$ cat src/common/sbra_pkg.sv
// Package: constants and types for the SPI bus release arbiter
package sbra_pkg;

    // Number of general-purpose pins that can act as slave selects
    localparam int SELECT_COUNT = 9;

    // Pin input synchroniser depth
    localparam int SYNC_DEPTH = 3;

    // Pin role codes, one per general-purpose pin
    typedef enum logic [1:0] {
        ROLE_GPIO      = 2'h0,
        ROLE_SELECT    = 2'h1,
        ROLE_DEDICATED = 2'h2
    } sbra_role_type;

    // Arbiter states
    typedef enum logic [2:0] {
        ST_IDLE     = 3'h0,
        ST_XFER     = 3'h1,
        ST_DRAIN    = 3'h2,
        ST_RELEASED = 3'h3,
        ST_RECLAIM  = 3'h4
    } sbra_state_type;

    // Reset values
    localparam logic [8:0] SELECT_IDLE_RESET = 9'h1FF;
    localparam logic       GRANT_RESET       = 1'h0;

    // One less than the cycles spent between dropping grant and taking the bus back
    localparam logic [3:0] RECLAIM_CYCLES = 4'h2;

endpackage

$ cat src/hw/sbra_arbiter.sv
// Multi-master SPI bus release arbiter with slave interrupt monitor
//
// What this block does
// - Works alone or with other masters under arbitration
// - Select-role pins drive slave selects during transfers
// - Dedicated monitor pin samples slave interrupts
// - Dedicated request pin asks bridge to release bus
// - Dedicated grant pin acknowledges bus release
// - Pending release lets current transfer finish
// - Host cancel aborts transfer while release pending
// - Release bus and assert grant on the same edge
// - Other master owns bus while request held
module sbra_arbiter
#(
    parameter int SELECTS = sbra_pkg::SELECT_COUNT
)
(
    // Clock and reset
    input  wire logic               mclk,
    input  wire logic               reset_n,
    // Pin role configuration from the host side
    input  wire logic [SELECTS-1:0] selectRoleEn,
    input  wire logic [SELECTS-1:0] selectIdleLevel,
    input  wire logic [SELECTS-1:0] selectActiveLevel,
    input  wire logic               irqMonitorEn,
    input  wire logic               arbitrationEn,
    // Transfer engine side
    input  wire logic               xferStart,
    input  wire logic               xferDone,
    input  wire logic               xferCancel,
    output logic                    xferAccept,
    output logic                    xferAbort,
    output logic                    busOwned,
    output logic                    releasePending,
    // Serial engine outputs to be gated onto the bus
    input  wire logic               engSclk,
    input  wire logic               engMosi,
    // SPI bus pins (enable low while driving)
    output logic                    spiSclkOut,
    output logic                    spiSclkOe_n,
    output logic                    spiMosiOut,
    output logic                    spiMosiOe_n,
    output logic [SELECTS-1:0]      slave_select_lines,
    output logic [SELECTS-1:0]      slaveSelectOe_n,
    // Dedicated pins
    input  wire logic               slave_irq_monitor_pin,
    input  wire logic               bus_request_pin,
    output logic                    bus_grant_pin,
    output logic                    slaveIrqLevel
);

    // All state of the arbiter
    typedef struct packed {
        sbra_pkg::sbra_state_type state;
        logic [3:0]               reclaimCount;
        logic                     accept;
        logic                     abort;
        logic                     owned;
        logic                     pending;
        logic                     grant;
        logic                     irq;
        logic                     sclk;
        logic                     sclkOe_n;
        logic                     mosi;
        logic                     mosiOe_n;
        logic [SELECTS-1:0]       sel;
        logic [SELECTS-1:0]       selOe_n;
    } sbra_arb_type;

    sbra_arb_type arbReg;   // Registered state
    sbra_arb_type arbNext;  // Next state

    logic requestLevel;     // Filtered request pin
    logic irqPinLevel;      // Filtered interrupt pin
    logic requestActive;    // Request honoured only in dedicated role
    logic busDrive;         // Bus drivers enabled next cycle
    logic inXfer;           // Transfer active next cycle

    // Request pin synchroniser
    sbra_pin_sync requestSync
    (
        .mclk     (mclk),
        .reset_n  (reset_n),
        .pinIn    (bus_request_pin),
        .pinLevel (requestLevel)
    );

    // Interrupt monitor pin synchroniser
    sbra_pin_sync irqSync
    (
        .mclk     (mclk),
        .reset_n  (reset_n),
        .pinIn    (slave_irq_monitor_pin),
        .pinLevel (irqPinLevel)
    );

    // Next-state logic
    always_comb
    begin
        arbNext = arbReg;
        arbNext.accept = 1'b0;
        arbNext.abort = 1'b0;
        requestActive = arbitrationEn && requestLevel;
        // Monitor level reported only in dedicated role
        arbNext.irq = irqMonitorEn && irqPinLevel;
        unique case (arbReg.state)
            sbra_pkg::ST_IDLE:
            begin
                // Request wins over a new start, so the other master is not starved
                if (requestActive)
                begin
                    arbNext.state = sbra_pkg::ST_RELEASED;
                end
                else if (xferStart)
                begin
                    arbNext.state = sbra_pkg::ST_XFER;
                    arbNext.accept = 1'b1;
                end
            end
            sbra_pkg::ST_XFER:
            begin
                if (xferDone)
                begin
                    arbNext.state = requestActive ? sbra_pkg::ST_RELEASED
                                                  : sbra_pkg::ST_IDLE;
                end
                else if (requestActive)
                begin
                    arbNext.state = sbra_pkg::ST_DRAIN;
                end
            end
            sbra_pkg::ST_DRAIN:
            begin
                // Finish or host-cancel; request drop meanwhile returns to normal
                if (xferCancel)
                begin
                    arbNext.abort = 1'b1;
                    arbNext.state = requestActive ? sbra_pkg::ST_RELEASED
                                                  : sbra_pkg::ST_IDLE;
                end
                else if (xferDone)
                begin
                    arbNext.state = requestActive ? sbra_pkg::ST_RELEASED
                                                  : sbra_pkg::ST_IDLE;
                end
                else if (!requestActive)
                begin
                    arbNext.state = sbra_pkg::ST_XFER;
                end
            end
            sbra_pkg::ST_RELEASED:
            begin
                // Hold off while the other master keeps its request
                if (!requestActive)
                begin
                    arbNext.state = sbra_pkg::ST_RECLAIM;
                    arbNext.reclaimCount = sbra_pkg::RECLAIM_CYCLES;
                end
            end
            sbra_pkg::ST_RECLAIM:
            begin
                // Grant is already low; wait before driving again
                if (requestActive)
                begin
                    arbNext.state = sbra_pkg::ST_RELEASED;
                end
                else if (arbReg.reclaimCount == 4'h0)
                begin
                    arbNext.state = sbra_pkg::ST_IDLE;
                end
                else
                begin
                    arbNext.reclaimCount = arbReg.reclaimCount - 4'h1;
                end
            end
            default:
            begin
                arbNext.state = sbra_pkg::ST_IDLE;
            end
        endcase

        inXfer = (arbNext.state == sbra_pkg::ST_XFER)
              || (arbNext.state == sbra_pkg::ST_DRAIN);
        busDrive = (arbNext.state != sbra_pkg::ST_RELEASED)
                && (arbNext.state != sbra_pkg::ST_RECLAIM);
        // Grant only in released state; drivers off that same edge
        arbNext.grant = (arbNext.state == sbra_pkg::ST_RELEASED);
        arbNext.owned = busDrive;
        arbNext.pending = requestActive && busDrive;

        // Bus outputs; idle levels when owned but not transferring
        arbNext.sclk = inXfer ? engSclk : 1'b0;
        arbNext.mosi = inXfer ? engMosi : 1'b0;
        arbNext.sclkOe_n = !busDrive;
        arbNext.mosiOe_n = !busDrive;
        for (int i = 0; i < SELECTS; i++)
        begin
            // Select pins asserted only during a transfer
            arbNext.sel[i] = inXfer ? selectActiveLevel[i] : selectIdleLevel[i];
            arbNext.selOe_n[i] = !(busDrive && selectRoleEn[i]);
        end
    end

    // State register
    always_ff @(posedge mclk or negedge reset_n)
    begin
        if (!reset_n)
        begin
            arbReg <= '{state:        sbra_pkg::ST_IDLE,
                        reclaimCount: 4'h0,
                        accept:       1'b0,
                        abort:        1'b0,
                        owned:        1'b1,
                        pending:      1'b0,
                        grant:        sbra_pkg::GRANT_RESET,
                        irq:          1'b0,
                        sclk:         1'b0,
                        sclkOe_n:     1'b0,
                        mosi:         1'b0,
                        mosiOe_n:     1'b0,
                        sel:          SELECTS'(sbra_pkg::SELECT_IDLE_RESET),
                        selOe_n:      '1};
        end
        else
        begin
            arbReg <= arbNext;
        end
    end

    // Outputs straight from the state register
    assign xferAccept         = arbReg.accept;
    assign xferAbort          = arbReg.abort;
    assign busOwned           = arbReg.owned;
    assign releasePending     = arbReg.pending;
    assign spiSclkOut         = arbReg.sclk;
    assign spiSclkOe_n        = arbReg.sclkOe_n;
    assign spiMosiOut         = arbReg.mosi;
    assign spiMosiOe_n        = arbReg.mosiOe_n;
    assign slave_select_lines = arbReg.sel;
    assign slaveSelectOe_n    = arbReg.selOe_n;
    assign bus_grant_pin      = arbReg.grant;
    assign slaveIrqLevel      = arbReg.irq;

endmodule

$ cat src/hw/sbra_pin_sync.sv
// Three-stage synchroniser with agreement filter for one pin input
module sbra_pin_sync
(
    // Clock and reset
    input  wire logic mclk,
    input  wire logic reset_n,
    // Raw pin and filtered level
    input  wire logic pinIn,
    output logic      pinLevel
);

    // All state of the synchroniser
    typedef struct packed {
        logic [2:0] stages;
        logic       level;
    } sbra_sync_type;

    sbra_sync_type syncReg;   // Registered state
    sbra_sync_type syncNext;  // Next state

    // Shift in; accept a change only once stages 2 and 3 agree.
    // Stage 1 is read only by stage 2, keeping metastability contained.
    always_comb
    begin
        syncNext = syncReg;
        syncNext.stages = {syncReg.stages[1:0], pinIn};
        if (syncReg.stages[2] == syncReg.stages[1])
        begin
            syncNext.level = syncReg.stages[2];
        end
    end

    // State register
    always_ff @(posedge mclk or negedge reset_n)
    begin
        if (!reset_n)
        begin
            syncReg <= '0;
        end
        else
        begin
            syncReg <= syncNext;
        end
    end

    assign pinLevel = syncReg.level;

endmodule

$ cat config.mk
export PLATFORM = sky130hd
export DESIGN_NAME = sbra_arbiter
export DESIGN_NICKNAME = d
export VERILOG_FILES = /design/src/common/sbra_pkg.sv /design/src/hw/sbra_arbiter.sv /design/src/hw/sbra_pin_sync.sv
export SDC_FILE = /design/constraint.sdc
export NUM_CORES = 1
export LEC_CHECK = 0
export BUFFER_PORTS_ARGS = -buffer_cell sky130_fd_sc_hd__buf_2
export CAP_MARGIN = 20
export CELL_PAD_IN_SITES_DETAIL_PLACEMENT = 0
export CELL_PAD_IN_SITES_GLOBAL_PLACEMENT = 1
export CORE_MARGIN = 3
export CORE_UTILIZATION = 40
export CTS_BUF_LIST = sky130_fd_sc_hd__clkbuf_16
export DETAILED_ROUTE_END_ITERATION = 16
export GPL_TIMING_DRIVEN = 0
export PLACE_DENSITY = 0.84
export SYNTH_ARGS = -nofsm -noshare
export SYNTH_HDL_FRONTEND = slang
export SYNTH_SLANG_ARGS = --single-unit
export TNS_END_PERCENT = 20
$ cat constraint.sdc
create_clock -name mclk -period 3.2 [get_ports mclk]
set_clock_uncertainty 0.05 [all_clocks]
set_input_delay 0.64 -clock mclk [delete_from_list [all_inputs] [get_ports mclk]]
set_output_delay 0.64 -clock mclk [all_outputs]
set_load 0.05 [all_outputs]
# Yosys cells after proc, flatten, opt, wreduce, memory -nomap -nowiden
# Index checks and enable logic that the tools add are counted.
# classes
add_sub_neg,1
n_eq_ne,14
mux,31
reduce_logical,28
# ops
cell,n
$mux 3,9
$mux 1,16
$pmux 3 s5,1
$logic_and 1x1->1,13
$eq 3x2->1 const B,4
$logic_not 1->1,10
$mux 4,2
$pmux 4 s2,1
$mux 7,1
$eq 3x1->1 const B,2
$ne 2x2->1 const B,3
$logic_not 4->1,1
$reduce_and 4->1,1
$sub 4x1->4 const B,1
$eq 3x3->1 const B,1
$logic_not 3->1,1
$ne 3x2->1 const B,1
$ne 3x3->1 const B,1
$eq 1x1->1,2
$mux 2,1
$reduce_bool 2->1,1
$logic_or 1x1->1,1
# word_totals
ff_bits,42
elab_cells,91

# Longest topological paths before layout
# logic_depth
ltp_word,9
mapped_depth,7
mapped_depth_nobuf,6

# By module
# A second synthesis with hierarchy kept.
# unflattened
hier_cells,197
area_unflattened_um2,1983.2
# modules_own_cells
module,n_inst,area_each_um2,cells_per_inst,seq_area_each_um2
sbra_arbiter,1,1760.4,187,874.6
sbra_pin_sync,2,111.4,5,100.1

# Least setup slack after synthesis
# No wires, ideal clock.
# synth_timing
path_kind,input to register
from,input xferCancel
to,register arbReg (netlist bit slave_select_lines[0])
setup_slack_ps,1314
arrival_time_ps,1754
required_time_ps,3068
cell_stages,5
path_buffers,1
setup_time_ps,82
path_cell_list,o21a_1 -> or3_1 -> a21oi_2 -> buf_6 -> mux2_2
# synth_lines
element,line_no,source
start: declaration,sbra_arbiter.sv:30,"input wire logic xferCancel,"
end signal: assignment,sbra_arbiter.sv:209,"arbReg <= '{state: sbra_pkg::ST_IDLE,"
end signal: assignment,sbra_arbiter.sv:226,arbReg <= arbNext;
end: declaration,sbra_arbiter.sv:70,sbra_arb_type arbReg;

==> metrics <==
status finished clean; R2R cell count 5; Die Ht 71.46 um; initial core utilization 42.24%; Yosys cell types 34; GR Overflow Total 0; Clock transition at path regs around 0.060 ns; Synth Instances around 140; first-pass GRT wire length approximately 5.4 mm; Slew HR between 40% and 50%; worst skew pair latency 0.28 ns; Post-Synth XOR/XNOR Area 0%; Ports between 60 and 70; top cells by area, synth dfrtp_1, dfstp_2, buf_4, mux2_2, and2_1; Final period util 57.53%; reg-to-reg endpoint slave_select_lines[6]$_DFF_PN1_; Pre-antenna DRT Iters 4; simple-gate share of the synthesized area a little under an eighth; GRT busiest layer met2; Final Setup Violations 0; Hold EP requestSync.syncNext[3]$_DFF_PN0_; HPWL Detailed 2.359 mm; Cell Rows 23; post-CTS sizing 0; met1 usage in global routing ~16%; worst-path fanout max 10; DR vias 1181; IO buf count 65; area grow syn2layout 30.88%; mux cell area share after synthesis approximately 6.5%; worst hold stages 0; CP top delay family flip-flops; Crit-path slowest cell dfrtp_1; startpoint types flip-flop; CTS Buf Count 5; Worst Hold Launch requestSync.syncNext[2]$_DFF_PN0_; largest family of logic cells by synthesized area simple AND/OR/NAND/NOR gates; Mapped Avg Cell Area about 13 um2; fillers roughly 350; CP cell instances o21a_1 -> or3_1 -> a21oi_2 -> buf_6 -> mux2_2; Final Net Count ~250; Leak about 0.0011 uW; CTS Buffer Depth 2; share of cells above drive strength 1 about three fifths; largest net degree at the start of global routing 43; # DRC 0; Slew Limit Fails 0; Synth top area share between 30% and 40%; PwrDens approximately 840 nW/um2; hold buffer count at CTS 0; initial antenna violation count 0; crit end category flip-flop; unrepaired setup endpoints after global routing no; slowest cell delay on critical path between 0.4 and 0.5 ns; Antenna Nets Post-Route 0; mapped cell area about 1700 um2; worst slew pin tran roughly 0.89 ns; CTS sink cnt 42; crit path DAT roughly 2 ns; final WL between 3 and 4 mm; Adder-Cell Fraction of Synth Area under 10%; Hold Vio Cnt, Final 0; Die ar. just over 5000 um2; Die W 71.46 um; Clock Tree Root clkbuf_16; slack of the worst reg-to-reg path approximately 1.4 ns; Crit. path cell count 5; WL per Instance approximately 12 um; GR Util met2 a little under a quarter; number of max-cap violations 0; Yosys reg bits 42; Max VDD drop around 340 uV; synth warn 0; syn nets 174; Ant. Diodes 0; initial DRC count 44; worst r2r src arbReg[32]$_DFF_PN0_; post-route minimum period about 1.8 ns; vias per cell approximately 4.6; Buf+Inv Stages, Crit Path 1; setup tns final 0 ns; Synth Area in Compound Gates under 10%; top cell type by total area after synthesis dfrtp_1; core footprint 4058 um2; hold crit path type flip-flop to flip-flop; WP data required roughly 3.4 ns; Tot GR Track Use between 10% and 20%; GR Layer Usage met3 under 10%; Fmax achieved 0.5432 GHz; Crit Path Category flip-flop to flip-flop; post-CTS setup repair buffer count 0; CTS HTree Levels 2; CTS tree built; sequential area share after synthesis 62.70%; RD Place Congestion roughly 0.75; vias in the first global route about 1200; Hold WS about 0.30 ns
==> registers in the layout (all words and copies together), names as in the netlist, 2 cells and up <==
register,flops
irqSync.syncNext,2
requestSync.syncNext,2
slaveSelectOe_n,9
arbReg,7
slave_select_lines,9
==> logic make-up after synthesis <==
group	count (synthesis)
muxes	10
DFF	42
and+or+nand+nor	37
AOI/OAI and AO/OA	17
adders and majority gates	3
buffers and inverters	26
==> power breakdown <==
| part | total (uW) | internal [uW] | switching [uW] |
|---|---|---|---|
| clock network | 472 | 284 | 188 |
| logic | 679 | 241 | 438 |
| registers | 722 | 671 | 51.9 |
==> cell usage in the layout (no fill, tap or decap), drive strengths merged, types with 2 or more instances in the layout <==
master,count
dfrtp,23
inv,3
dfstp,19
and3,2
clkbuf,6
nor2,4
o21ai,5
maj3,2
clkinv,2
nand2,11
and2,7
a21oi,3
o21a,2
a31oi,3
mux2,9
nor3,3
nor2b,2
nand3,2
buf,87
==> synthesized netlist by cell type, drive strengths merged <==
cell    count
dfrtp      23
buf        22
dfstp      19
nand2      11
mux2        9
and2        7
o21ai       5
nor2        4
a21oi       3
a31oi       3
inv         3
nor3        3
and3        2
maj3        2
nand3       2
nor2b       2
o21a        2
a32o        1
and3b       1
and4bb      1
clkbuf      1
ha          1
mux2i       1
nor3b       1
nor4        1
o21bai      1
o22ai       1
o31a        1
or3         1
or3b        1
==> worst register-to-register path, delay by kind of cell (launching register included) <==
| family | cells | cell delay (ns) |
|---|---|---|
| AOI/OAI and AO/OA | 2 | 0.42 |
| buffers and inverters | 1 | 0.17 |
| DFF | 1 | 0.45 |
| muxes | 1 | 0.34 |
| and+or+nand+nor | 1 | 0.33 |
==> stage by stage <==
step / std cells / instance area (um2) / utilization (%) / setup slack, ns / total power (uW)
final: 258 / 2243 / 55.29 / 1.359 / 1874
after global routing: 258 / 2243 / 55.29 / 1.248 / 1979
after CTS: 258 / 2243 / 55.29 / 1.343 / 1903
after detailed placement: 250 / 2102 / 51.80 / 1.090 / 1416
after global placement: 250 / 2102 / 51.80 / 1.094 / 1409
after floorplan: 135 / 1714 / - / 1.314 / 1267
==> per-layer routing <==
| layer | vias to the layer above | wire length (um) |
|---|---|---|
| met4 | 0 | 43 |
| li1 | 580 | - |
| met2 | 53 | 1592 |
| met3 | 7 | 313 |
| met5 | - | 0 |
| met1 | 541 | 1238 |
==> worst max-delay path by stage <==
stage | startpoint | endpoint | slack, ns
floorplan | xferCancel | slave_select_lines[0]$_DFF_PN1_ | 1.31
global placement | xferCancel | slave_select_lines[2]$_DFF_PN1_ | 1.09
detailed placement | xferCancel | slave_select_lines[6]$_DFF_PN1_ | 1.09
CTS | arbReg[32]$_DFF_PN0_ | slave_select_lines[7]$_DFF_PN1_ | 1.34
global route | arbReg[32]$_DFF_PN0_ | slave_select_lines[6]$_DFF_PN1_ | 1.25
finish | arbReg[32]$_DFF_PN0_ | slave_select_lines[6]$_DFF_PN1_ | 1.36
==> cell type report <==
class                   count  area (um2)  area share, %
repair buffers             65       325.3          14.50
well taps                  50       62.56          2.789
flip-flops and latches     42        1075          47.91
clock buffers               5       125.1          5.577
plain buffers              23       167.7          7.474
clock inverters             3       16.27         0.7250
multi-input cells          67       460.4          20.52
inverters                   3       11.26         0.5020
(Power assumes the default switching activity.)
